===== config.mk =====
export PLATFORM = sky130hd
export DESIGN_NAME = sfp_pin_if
export DESIGN_NICKNAME = d
export VERILOG_FILES = /design/src/rtl/sfp_pkg.sv /design/src/rtl/sfp_sync.sv /design/src/rtl/sfp_pin_if.sv
export VERILOG_INCLUDE_DIRS = /design/src /design/src/rtl
export SDC_FILE = /design/constraint.sdc
export NUM_CORES = 1
export LEC_CHECK = 0
export BUFFER_PORTS_ARGS = -buffer_cell sky130_fd_sc_hd__buf_2
export CORE_MARGIN = 5
export CORE_UTILIZATION = 35
export CTS_BUF_LIST = sky130_fd_sc_hd__clkbuf_2
export DETAILED_ROUTE_END_ITERATION = 10
export SLEW_MARGIN = 20
export SYNTH_ARGS = -nofsm -noshare
export SYNTH_HDL_FRONTEND = slang
export SYNTH_SLANG_ARGS = --single-unit

===== constraint.sdc =====
create_clock -name clk_sys -period 1.75 [get_ports clk_sys]
set_input_delay 0.0875 -clock clk_sys [delete_from_list [all_inputs] [get_ports clk_sys]]
set_output_delay 0.0875 -clock clk_sys [all_outputs]
set_load 0.01 [all_outputs]

===== src/rtl/sfp_regs.svh =====
`ifndef SFP_REGS_SVH
`define SFP_REGS_SVH

// -----------------------------------------------------------------
// Serial pin interface constants
// -----------------------------------------------------------------
// Bits in one transfer unit
`define SFP_BYTE_W 8
// Width of the bit counter within a byte
`define SFP_CNT_W 3
// Bit counter value of the last bit of a byte
`define SFP_LAST_BIT 3'h7
// Width of the memory address checked against the protected area
`define SFP_ADDR_W 20
// Number of pins passed through the synchroniser
`define SFP_PIN_N 5
// Pin positions inside the synchroniser vector
`define SFP_PIN_CS 0
`define SFP_PIN_SCK 1
`define SFP_PIN_SI 2
`define SFP_PIN_HOLD 3
`define SFP_PIN_WP 4
// Synchroniser reset value: select high, pause and protect released
`define SFP_PIN_RST 5'h19
// Reset values of the shift and data registers and of the bit counter
`define SFP_BYTE_RST 8'h00
`define SFP_CNT_RST 3'h0

`endif


===== src/rtl/sfp_pkg.sv =====
`include "sfp_regs.svh"
`default_nettype none

package sfp_pkg;

  // -----------------------------------------------------------------
  // Interface states
  // -----------------------------------------------------------------
  typedef enum logic [3:0] {
    SFP_ST_UNARMED = 4'b0001,
    SFP_ST_DESEL = 4'b0010,
    SFP_ST_XFER = 4'b0100,
    SFP_ST_PAUSE = 4'b1000
  } sfp_state_t;

  // Protected area decode from the three area bits
  function automatic logic sfp_in_area(input logic [`SFP_ADDR_W-1:0] addr,
                                       input logic [2:0] area);
    logic hit;
    hit = 1'b0;
    unique case (area)
      3'h0: hit = 1'b0;
      3'h1: hit = (addr[19:16] == 4'hf);
      3'h2: hit = (addr[19:17] == 3'h7);
      3'h3: hit = (addr[19:18] == 2'h3);
      3'h4: hit = addr[19];
      default: hit = 1'b1;
    endcase
    return hit;
  endfunction : sfp_in_area

endpackage : sfp_pkg

`default_nettype wire


===== src/rtl/sfp_sync.sv =====
`include "sfp_regs.svh"
`default_nettype none

module sfp_sync #(
  parameter int WIDTH = `SFP_PIN_N,
  parameter logic [WIDTH-1:0] RST_VAL = '0
) (
  input wire logic clk_sys,
  input wire logic reset,
  input wire logic [WIDTH-1:0] pin_async,
  output logic [WIDTH-1:0] pin_sync
);

  // -----------------------------------------------------------------
  // Two-stage synchronisers, one per pin
  // -----------------------------------------------------------------
  logic [WIDTH-1:0] stage1_reg;
  logic [WIDTH-1:0] stage2_reg;

  genvar i;
  generate
    for (i = 0; i < WIDTH; i++) begin : g_bit
      // First stage feeds only the second
      always_ff @(posedge clk_sys or posedge reset) begin
        if (reset) begin
          stage1_reg[i] <= RST_VAL[i];
          stage2_reg[i] <= RST_VAL[i];
        end else begin
          stage1_reg[i] <= pin_async[i];
          stage2_reg[i] <= stage1_reg[i];
        end
      end
    end
  endgenerate

  assign pin_sync = stage2_reg;

endmodule : sfp_sync

`default_nettype wire


===== src/rtl/sfp_pin_if.sv =====
`include "sfp_regs.svh"
`default_nettype none

// How it works
// - Input bits are taken on each rising serial clock edge.
// - Output bits change on falling serial clock edges and on the select falling edge.
// - Select low makes the device active and starts a transfer.
// - Select high deselects and leaves the output undriven.
// - No byte is accepted before a first select falling edge.
// - Standby only once deselected and no internal operation is busy.
// - Pause low undrives output and ignores clock and data, keeping state.
// - Protect low blocks program or erase inside the chosen area.
// - Clock idle low or idle high both work, rising in, falling out.
// - Transfers are whole bytes of eight bits.
// - Select rising during a pause resets the interface logic.
module sfp_pin_if
  import sfp_pkg::*;
(
  input wire logic clk_sys,
  input wire logic reset,
  input wire logic cs_n,
  input wire logic sck,
  input wire logic si,
  input wire logic hold_n,
  input wire logic wp_n,
  output logic so_out,
  output logic so_oe_n,
  input wire logic [`SFP_BYTE_W-1:0] tx_data,
  output logic tx_taken,
  output logic [`SFP_BYTE_W-1:0] rx_data,
  output logic rx_valid,
  output logic frame_partial,
  input wire logic op_busy,
  output logic standby,
  output logic active_mode,
  output logic hold_active,
  output logic armed,
  input wire logic [`SFP_ADDR_W-1:0] prog_addr,
  input wire logic [2:0] protect_area_bits,
  output logic write_blocked
);

  // -----------------------------------------------------------------
  // Pin synchronisers and edge finding
  // -----------------------------------------------------------------
  logic [`SFP_PIN_N-1:0] pins_async;
  logic [`SFP_PIN_N-1:0] pins_sync;
  logic sck_prev_reg;
  logic cs_prev_reg;

  assign pins_async = {wp_n, hold_n, si, sck, cs_n};

  sfp_sync #(
    .WIDTH(`SFP_PIN_N),
    .RST_VAL(`SFP_PIN_RST)
  ) u_sync (
    .clk_sys(clk_sys),
    .reset(reset),
    .pin_async(pins_async),
    .pin_sync(pins_sync)
  );

  wire cs_s = pins_sync[`SFP_PIN_CS];
  wire sck_s = pins_sync[`SFP_PIN_SCK];
  wire si_s = pins_sync[`SFP_PIN_SI];
  wire hold_n_s = pins_sync[`SFP_PIN_HOLD];
  wire wp_n_s = pins_sync[`SFP_PIN_WP];

  // Previous levels for edge detection
  always_ff @(posedge clk_sys or posedge reset) begin
    if (reset) begin
      sck_prev_reg <= 1'b0;
      cs_prev_reg <= 1'b1;
    end else begin
      sck_prev_reg <= sck_s;
      cs_prev_reg <= cs_s;
    end
  end

  // both clock idles
  // Edges; either clock idle level works
  wire sck_rise = sck_s & ~sck_prev_reg;
  wire sck_fall = ~sck_s & sck_prev_reg;
  wire cs_fall = cs_prev_reg & ~cs_s;
  wire cs_rise = ~cs_prev_reg & cs_s;

  // -----------------------------------------------------------------
  // Interface state machine
  // -----------------------------------------------------------------
  sfp_state_t state_reg;
  sfp_state_t state_next;

  // Pause starts or ends with clock low, else at the next falling edge
  wire hold_enter = ~hold_n_s & (~sck_s | sck_fall);
  wire hold_exit = hold_n_s & (~sck_s | sck_fall);

  always_comb begin
    state_next = state_reg;
    unique case (state_reg)
      SFP_ST_UNARMED: begin
        if (cs_fall) begin
          state_next = SFP_ST_XFER;
        end
      end
      SFP_ST_DESEL: begin
        if (cs_fall) begin
          state_next = SFP_ST_XFER;
        end
      end
      SFP_ST_XFER: begin
        if (cs_s) begin
          state_next = SFP_ST_DESEL;
        end else if (hold_enter) begin
          state_next = SFP_ST_PAUSE;
        end
      end
      SFP_ST_PAUSE: begin
        if (cs_s) begin
          state_next = SFP_ST_DESEL;
        end else if (hold_exit) begin
          state_next = SFP_ST_XFER;
        end
      end
      default: state_next = SFP_ST_DESEL;
    endcase
  end

  always_ff @(posedge clk_sys or posedge reset) begin
    if (reset) begin
      state_reg <= SFP_ST_UNARMED;
    end else begin
      state_reg <= state_next;
    end
  end

  wire in_xfer = (state_reg == SFP_ST_XFER) & ~cs_s;
  wire start_load = cs_fall & (state_reg != SFP_ST_XFER) & (state_reg != SFP_ST_PAUSE);

  // -----------------------------------------------------------------
  // Receive shifter
  // -----------------------------------------------------------------
  logic [`SFP_CNT_W-1:0] bit_cnt_reg;
  logic [`SFP_BYTE_W-1:0] rx_shift_reg;
  logic [`SFP_BYTE_W-1:0] rx_data_reg;
  logic rx_valid_reg;
  logic frame_partial_reg;

  wire [`SFP_BYTE_W-1:0] rx_shift_next = {rx_shift_reg[`SFP_BYTE_W-2:0], si_s};
  wire byte_done = in_xfer & sck_rise & (bit_cnt_reg == `SFP_LAST_BIT);

  always_ff @(posedge clk_sys or posedge reset) begin
    if (reset) begin
      rx_shift_reg <= `SFP_BYTE_RST;
    end else if (in_xfer && sck_rise) begin
      rx_shift_reg <= rx_shift_next;
    end
  end

  always_ff @(posedge clk_sys or posedge reset) begin
    if (reset) begin
      bit_cnt_reg <= `SFP_CNT_RST;
    end else if (cs_s || start_load) begin
      bit_cnt_reg <= `SFP_CNT_RST;
    end else if (in_xfer && sck_rise) begin
      bit_cnt_reg <= bit_cnt_reg + 3'h1;
    end
  end

  // Completed byte and partial-frame flags
  always_ff @(posedge clk_sys or posedge reset) begin
    if (reset) begin
      rx_data_reg <= `SFP_BYTE_RST;
      rx_valid_reg <= 1'b0;
      frame_partial_reg <= 1'b0;
    end else begin
      rx_valid_reg <= byte_done;
      frame_partial_reg <= cs_rise & (bit_cnt_reg != `SFP_CNT_RST);
      if (byte_done) begin
        rx_data_reg <= rx_shift_next;
      end
    end
  end

  // -----------------------------------------------------------------
  // Transmit shifter
  // -----------------------------------------------------------------
  logic [`SFP_BYTE_W-1:0] tx_shift_reg;
  logic so_reg;
  logic tx_taken_reg;

  wire tx_reload = start_load | (in_xfer & sck_fall & (bit_cnt_reg == `SFP_CNT_RST));
  wire tx_step = in_xfer & sck_fall & (bit_cnt_reg != `SFP_CNT_RST);

  always_ff @(posedge clk_sys or posedge reset) begin
    if (reset) begin
      tx_shift_reg <= `SFP_BYTE_RST;
      so_reg <= 1'b0;
      tx_taken_reg <= 1'b0;
    end else begin
      tx_taken_reg <= tx_reload;
      if (tx_reload) begin
        so_reg <= tx_data[`SFP_BYTE_W-1];
        tx_shift_reg <= {tx_data[`SFP_BYTE_W-2:0], 1'b0};
      end else if (tx_step) begin
        so_reg <= tx_shift_reg[`SFP_BYTE_W-1];
        tx_shift_reg <= {tx_shift_reg[`SFP_BYTE_W-2:0], 1'b0};
      end
    end
  end

  // -----------------------------------------------------------------
  // Outputs
  // -----------------------------------------------------------------
  // undriven when deselected or paused
  assign so_oe_n = ~in_xfer;
  assign so_out = so_reg;
  assign tx_taken = tx_taken_reg;
  assign rx_data = rx_data_reg;
  assign rx_valid = rx_valid_reg;
  assign frame_partial = frame_partial_reg;
  assign hold_active = (state_reg == SFP_ST_PAUSE);
  assign armed = (state_reg != SFP_ST_UNARMED);
  assign standby = cs_s & ~op_busy;
  assign active_mode = ~standby;
  assign write_blocked = ~wp_n_s & sfp_in_area(prog_addr, protect_area_bits);
endmodule : sfp_pin_if

`default_nettype wire


==> results.ini, run 1 <==
[die]
io-pin-count=57
die_w_um=84.4
start_util_pct=35.7
rows=27
die_h_um=84.4
core_mm2=0.00544
die_area_mm2=0.00713

[placement]
port_buffers=40
place.gp.congestion=0.734
dp_slack_ps=79.9
dp_hpwl_um=2560
dpl.cell_count=266

[synthesis]
synthArstFlopShare_pct=100
yosysWarnings=0
netlist_instances=147
synth_seq_cells=45
synth_edf_count=0
synth_ff_type=dfrtp_1
syn_nets=189
yosysSeqAreaShare_pct=58.6
ys_types=42
syn_area_per_cell_um2=13.2
synthesis.area_mm2=0.00194

[setup_path]
crit_family=flip-flops
crit_path_max_fanout=2
crit_type=flop to output pin
cpMaxStageDelayCell=dfstp_2
critPathMaxStageDelay_ps=590
cp-end-kind=output pin
worstPathCellList=buf_6 > or4b_4 > buf_6
crit_path_frequent_cell=buf_6
crit_buf_inv=2
worstPathArrival_ps=1650
worstSetupStartpointType=flop
worstPathRequired_ps=1660

[global_routing]
grt_pass1_vias=1430
antenna_found_initial=0
grt_max_degree=30
grtUsageTotal_pct=11.5
grt_pass1_wl_um=6720
grt-ovfl-total=0

[detailed_routing]
drtPass1Iterations=4
remaining_drc_errors=0
drt-total-wl_um=3720
via_per_inst=4.59
via_count=1344
wire_per_inst_um=12.7
ant_nets=0
drt-initial-drc-count=26

[clocking]
cts.sinks=45
cts_tree=done
cts_buffer_depth=2
clk_pin_slew_ps=240
clk_latency_ps=410
cts_max_level=2
cts_root_buffer=clkbuf_2
cts_buffers=5

[power_and_ir_drop]
p_comb_share_pct=20.0
swShare_pct=28.4
p_seq_share_pct=58.0
switchingPower_uw=580
power.leakage_uw=0.00125
clockPowerShare_pct=22.0
peakVddDrop_uv=391
powerDensity_mw_per_mm2=801
internal_power_uw=1460
p_total_uw=2040

[sta]
slew_viol_final=0
rsz0062_at_grt=true
period_share_pct=99.3
setup_ws_ps=12.9
finalHoldViolCount=0
tightest_slew_ps=640
period_needed_ps=1740
clock.fmax_mhz=576
skew_ps=33.5
max_slew_margin_pct=57.1
setup_viol=0

[cells_and_area]
area_growth_syn_to_layout_pct=31.6
nets=262
final_cell_count_no_fill=293
drive_above_1_share_pct=39.8
largest_register_ff_count=8
antenna_cells=0

[min_path]
hold_path_class=input pin to asynchronous set/reset pin

[job]
max-cap-violations=0

[run_status]
status=completed

layout by cell type (no fill, tap or decap), types with 2 or more instances in the layout:
cell type / instances
mux2_1: 13
buf_6: 4
nand3_1: 2
dfstp_2: 8
nor3_1: 5
ha_1: 3
o22ai_1: 9
nand2_1: 4
xnor2_1: 2
dfrtp_1: 36
mux2_2: 2
nor2_1: 4
a2bb2oi_1: 7
clkbuf_2: 6
buf_4: 15
buf_2: 39
nor2b_1: 2
dlygate4sd3_1: 14
nand2b_1: 6
nor4bb_1: 2
mux2i_1: 3
o21ai_0: 5
inv_1: 4
final timing paths:
check	start	end	slack [ps]	cells after the start
min	reset	state_reg[1]	190	3
max	state_reg[0]	armed	10	3
min in group clk_sys	hold_n	u_sync.stage1_reg[3]	290	2
min reg2reg	u_sync.stage1_reg[4]	u_sync.pin_sync[4]	370	0
max reg2reg	state_reg[1]	rx_shift_reg[4]	70	5
max in group asynchronous	reset	cs_prev_reg	980	4
through the flow:
| step | TNS [ps] | area, µm² | hold slack (ps) | utilization, % |
|---|---|---|---|---|
| floorplan | 0 | 1940 | 92.0 | - |
| finish | 0 | 2550 | 194 | 46.9 |
| CTS | -25.0 | 2540 | 176 | 46.7 |
| global placement | 0 | 2290 | 129 | 42.1 |
| global route | -91.1 | 2550 | 204 | 46.9 |
| detailed placement | 0 | 2290 | 127 | 42.1 |
area by class of cell:
cell class              count  area (µm²)
inverters                   6        22.5
repair buffers             73         513
multi-input cells          89         743
clock buffers               6        30.0
well taps                  72        90.1
flip-flops and latches     45        1140
clock inverters             2        16.3
fillers                   521        2890
kinds of logic after synthesis:
logic type	synth area share [%]
AOI/OAI and AO/OA	12.3
and+or+nand+nor	12.1
DFF	58.6
buffers and inverters	4.00
xor gates and xnor gates	0.903
muxes	10.3
adders and majority gates	1.94
worst min-delay path, cell delays in order:
cell,delay [ps]
dlygate4sd3_1,530
buf_2,120
clkinv_1,340
cells in the mapped netlist (all sizes together) (2+ instances only):
| cell | number | share of area (%) |
|---|---|---|
| dfrtp | 37 | 48 |
| nor2b | 2 | 0.65 |
| mux2i | 3 | 1.5 |
| o22ai | 9 | 2.9 |
| mux2 | 15 | 8.7 |
| nor4bb | 2 | 1.0 |
| nand3 | 2 | 0.52 |
| nor2 | 4 | 0.77 |
| dfstp | 8 | 11 |
| a21oi | 2 | 1.1 |
| o21ai | 5 | 1.3 |
| xnor2 | 2 | 0.90 |
| ha | 3 | 1.9 |
| a2bb2oi | 7 | 3.2 |
| nand2 | 5 | 1.1 |
| inv | 6 | 1.2 |
| nand2b | 7 | 2.6 |
| nor3 | 7 | 2.4 |
| and4bb | 2 | 1.3 |
| buf | 6 | 2.6 |
layer usage:
layer	part of all wire (%)	track usage, %	wire (µm)
met1	48	15.1	1780
met2	47	18.6	1740
met3	4.2	3.04	156
met4	1.2	3.45	45
met5	0	0	0
repair_timing:
action                     4_1_cts  5_1_grt
resized for setup                6        3
pin swaps                        0        1
setup endpoints to repair        1       11
hold endpoints to repair        43        0
setup buffers                    5        0
hold buffers                    14        0
power by group through the flow:
stage          clock network [µW]  registers (µW)  logic [µW]
2_1_floorplan                   0            1190         238
3_3_place_gp                    0            1200         333
3_5_place_dp                    0            1210         337
4_1_cts                       480            1190         409
5_1_grt                       523            1200         457
6_report                      449            1180         410
No activity file was read; power rests on OpenSTA's default activity.
==> run 2: changes to the inputs <==
==> constraint.sdc (replaced) <==
create_clock -name clk_sys -period 1.8 [get_ports clk_sys]
set_input_delay 0.18 -clock clk_sys [delete_from_list [all_inputs] [get_ports clk_sys]]
set_output_delay 0.18 -clock clk_sys [all_outputs]
set_load 0.01 [all_outputs]
==> run 2 against run 1 <==
Setup slack better by 0.57 ps. Flip-flop and latch count stayed put. First-iteration DRC count is 88% higher. Combinational power is 4% lower. Critical endpoint unchanged. Largest power group unchanged. Cell area is 0.69% higher. Via count is 2.2% higher. Register-to-register slack worse by 20 ps. Core utilization is 0.32 points higher. Non-clock buffer count is 3 lower. Die area stayed put. Sequential power is 3% lower.
==> results.ini, run 2 (same netlist as run 1, synthesis figures left out) <==
[power_and_ir_drop]
peakVddDrop_uv=348
internal_power_uw=1680
p_seq_share_pct=51.2
power.leakage_uw=0.00126
powerDensity_mw_per_mm2=870
switchingPower_uw=557
clockPowerShare_pct=31.2
p_comb_share_pct=17.6
swShare_pct=24.9

[sta]
tightest_slew_ps=681
clock.fmax_mhz=560
period_share_pct=99.3
finalHoldViolCount=0
tns_ps=0
max_slew_margin_pct=54.3
setup_viol=0
skew_ps=13.3
period_needed_ps=1790
slew_viol_final=0
setup_ws_ps=13.5
rsz0062_at_grt=true

[cells_and_area]
final_cell_count_no_fill=290
final_cell_mix=buf_2 (39), dfrtp_1 (34), dlygate4sd3_1 (14), buf_4 (14), mux2_1 (13)
nets=259
largest_register_ff_count=8
area_growth_syn_to_layout_pct=32.5
drive_above_1_share_pct=40.4
final_common_cell=buf_2
antenna_cells=0

[die]
io-pin-count=57
die_w_um=84.4
rows=27
start_util_pct=35.7
die_area_mm2=0.00713
core_mm2=0.00544
die_h_um=84.4

[setup_path]
cp-end-kind=output pin
worstPathRequired_ps=1620
cpMaxStageDelayCell=dfstp_2
worstPathCellList=or4b_4 > buf_6
crit_type=flop to output pin
worstSetupStartpointType=flop
worstPathArrival_ps=1610
critPathMaxStageDelay_ps=590
crit_path_max_fanout=2

[run_status]
status=completed

[clocking]
cts_tree=done
clk_pin_slew_ps=230
clk_latency_ps=410
cts_buffer_depth=2
cts_max_level=2
cts_buffers=5
cts.sinks=45
cts_root_buffer=clkbuf_2

[placement]
dp_hpwl_um=2610
port_buffers=40
dpl.cell_count=264
dp_slack_ps=118
place.gp.congestion=0.745

[detailed_routing]
remaining_drc_errors=0
via_per_inst=4.74
drt-initial-drc-count=49
via_count=1374
ant_nets=0
drt-total-wl_um=3660
wire_per_inst_um=12.6
drtPass1Iterations=5

[global_routing]
grt_pass1_vias=1388
grt_max_degree=21
grt-ovfl-total=0
antenna_found_initial=0
grtUsageTotal_pct=11.4
grt_pass1_wl_um=6570

[job]
max-cap-violations=0

[min_path]
hold_path_class=input pin to asynchronous set/reset pin

==> run 2: path summary, 6_finish.rpt <==
kind,from,to,slack [ps],cells past startpoint
min in group clk_sys,u_sync.stage1_reg[3],u_sync.pin_sync[3],370,0
hold / removal,reset,rx_shift_reg[4],290,3
setup / recovery,state_reg[0],armed,10,2
hold reg to reg,u_sync.stage1_reg[3],u_sync.pin_sync[3],370,0
setup reg to reg,state_reg[1],rx_shift_reg[0],50,5
max in group asynchronous,reset,u_sync.pin_sync[4],860,4
==> run 2: per-stage QoR <==
step	hold WS [ps]	area [µm²]	utilization, %	total power (µW)
after CTS	269	2530	46.6	2260
after global placement	230	2260	41.6	1490
after detailed placement	231	2260	41.6	1500
after floorplan	184	1940	-	1390
after global routing	296	2570	47.3	2360
final	293	2570	47.3	2240
==> run 2: layout make-up <==
cell class                 instances  area, µm²
clock buffer                       5       25.0
clock inverter                     3       65.1
fill                             485       2870
inverter                           6       22.5
multi-input combinational         89        753
sequential                        45       1140
tap                               72       90.1
timing repair buffer              70        474
==> run 2: routing by layer <==
metal / wire length (µm) / track usage, %
met5: 0 / 0
met4: 49 / 3.45
met3: 152 / 3.93
met2: 1810 / 18.5
met1: 1650 / 14.4
==> run 2: worst max-delay path: cells and delay by family, from the launching register on <==
kind / cells / cell delay (ps)
AND/OR/NAND/NOR: 1 / 470
flip-flops: 1 / 590
buffers and inverters: 1 / 140
==> run 2: repair_timing <==
action / 4_1_cts / 5_1_grt
setup buffers: 3 / 1
cloned: 0 / 0
pin swaps: 0 / 1
hold endpoints to repair: 25 / 0
gates resized for setup: 5 / 6
hold buffers: 14 / 0
endpoints found under the setup margin: 1 / 12
==> run 2: power groups by stage <==
stage               clock network (µW)  logic (µW)  registers, µW
floorplan                            0         231           1160
global placement                     0         305           1180
detailed placement                   0         312           1180
CTS                                725         387           1140
global route                       772         435           1160
finish                             698         393           1140
==> run 3: changes to the inputs <==
BUFFER_PORTS_ARGS = default   (was -buffer_cell sky130_fd_sc_hd__buf_2)
DONT_BUFFER_PORTS = 1   (was default)
SYNTH_HIERARCHICAL = 1   (was default)
TNS_END_PERCENT = 50   (was default)
==> run 3 against run 2 <==
Final cell count shrank 16%. Wire length shrank 2.3%. Core utilization shrank 4.0 points. Critical path type is now flop to flop. Largest power group unchanged.
==> results.ini, run 3 <==
[setup_path]
worstPathRequired_ps=2090
cp-end-kind=flop
worstSetupStartpointType=flop
crit_type=flop to flop
crit_path_max_fanout=6
worstPathArrival_ps=1950
crit_start=state_reg[0]
r2r_start=state_reg[0]

[sta]
tightest_slew_ps=434
finalHoldViolCount=0
slew_viol_final=0
max_slew_margin_pct=71.1
period_needed_ps=1660
skew_ps=26.0
tns_ps=0
setup_viol=0
clock.fmax_mhz=602
period_share_pct=92.3
rsz0062_at_grt=false

[synthesis]
yosysWarnings=6
synth_seq_cells=45
syn_nets=186
synth_top_area_share_pct=48.9
yosys.area.top_type=dfrtp_1
synth.top_cells.by_area=dfrtp_1 (49%), dfstp_2 (11%), mux2_4 (6.3%)
synthArstFlopShare_pct=100
netlist_instances=144
synth_commonest_cells=dfrtp_1 (37), inv_1 (10), dfstp_2 (8), mux2_4 (8), o22ai_1 (8)
yosysSeqAreaShare_pct=60.0
syn_area_per_cell_um2=13.2
ys_types=38
synthesis.area_mm2=0.00189
synth_edf_count=0
yosysMostFrequentCell=dfrtp_1
synth_ff_type=dfrtp_1

[clocking]
cts_root_buffer=clkbuf_2
clk_pin_slew_ps=230
cts_tree=done
cts_buffer_depth=2
clk_latency_ps=400
cts_buffers=5
cts.sinks=45
cts_max_level=2
cts_setup_buffers=0

[cells_and_area]
largest_register_ff_count=8
drive_above_1_share_pct=30.1
nets=214
final_common_cell=dfrtp_1
final_cell_mix=dfrtp_1 (35), dlygate4sd3_1 (14), buf_4 (12)
design_area_mm2=0.00223
area_growth_syn_to_layout_pct=18.0

[detailed_routing]
wire_per_inst_um=14.6
via_count=1180
ant_nets=0
drt-total-wl_um=3570
drtPass1Iterations=4
via_per_inst=4.84
drt-initial-drc-count=77
remaining_drc_errors=0

[die]
die_area_mm2=0.00698
rows=26
start_util_pct=36.6
core_mm2=0.00517
die_w_um=83.6
die_h_um=83.6
io-pin-count=57

[power_and_ir_drop]
power.leakage_uw=0.00105
powerDensity_mw_per_mm2=843
p_total_uw=1880
peakVddDrop_uv=469

[placement]
port_buffers=0
placed_area_mm2=0.00204
place.gp.congestion=0.768
dp_hpwl_um=2590

[run_status]
status=completed

[job]
max-cap-violations=0

[min_path]
hold_path_class=input pin to asynchronous set/reset pin

[global_routing]
grt-ovfl-total=0
antenna_found_initial=1
grtUsageTotal_pct=11.2
grt_pass1_vias=1363
grt_max_degree=36
grt_pass1_wl_um=6410

-- run 3: cell types whose count changed after synthesis, moves of 5 or more --
cell | previous run | this run
inv_1 | 5 | 10
mux2_2 | 2 | 7
mux2_1 | 13 | 0
mux2_4 | 0 | 8
-- run 3: path summary, 6_finish.rpt --
kind                                        endpoint  slack, ps  depth (start not counted)
worst max register to register       tx_shift_reg[5]        140                          5
worst min-delay path              u_sync/pin_sync[2]        180                          2
worst min register to register    u_sync/pin_sync[4]        370                          0
worst max-delay path                 tx_shift_reg[5]        140                          5
max in group asynchronous               state_reg[0]       1170                          3
min in group clk_sys            u_sync/stage1_reg[3]        310                          1
-- run 3: per-stage QoR --
step | util [%] | std cells | hold WS, ps | setup WS [ps]
floorplan | - | 144 | 15.9 | 116
global placement | 39.5 | 221 | 42.9 | 73.7
detailed placement | 39.5 | 221 | 54.0 | 20.5
CTS | 43.0 | 243 | 151 | 25.9
global route | 43.2 | 244 | 164 | 27.0
finish | 43.2 | 244 | 178 | 138
-- run 3: logic make-up after synthesis --
kind of cell | after synthesis | synth area share [%]
fa+ha+maj | 3 | 1.98
xor+xnor | 3 | 1.39
buf+inv | 15 | 3.63
compound gates | 28 | 10.7
mux | 17 | 11.6
flops | 45 | 60.0
simple gates | 33 | 10.8
-- run 3: critical path: stages, from the launching register on --
cell      delay (ps)
dfstp_2          600
nor2_1            60
buf_4            140
a21oi_1          320
a21oi_2          130
o2bb2a_1         310
-- run 3: per-layer routing --
metal  share of wire (%)  global-route usage [%]  vias to the layer above
met1                  42                    13.0                      570
met3                 7.5                    5.13                        6
met4                 1.5                    3.51                        0
met2                  49                    18.4                       39
li1                    -                       -                      565
met5                   0                       0                        -
-- run 3: cell type report --
cell class | instances | area [µm²]
clock inverter | 1 | 5.00
multi-input combinational | 84 | 698
inverter | 10 | 37.5
clock buffer | 7 | 35.0
sequential | 45 | 1140
tap | 70 | 87.6
fill | 459 | 2940
timing repair buffer | 26 | 230
antenna | 1 | 2.50
-- run 3: power breakdown --
group	internal, µW	total, µW	switching [µW]
Combinational	164	290	126
Clock	106	411	305
Sequential	1110	1180	76.2
Total	1380	1880	508
-- run 3: repair_timing --
item | 4_1_cts | 5_1_grt
endpoints found under the hold margin | 56 | 0
hold buffers | 14 | 0
resized for setup | 2 | 3
setup endpoints to repair | 8 | 9
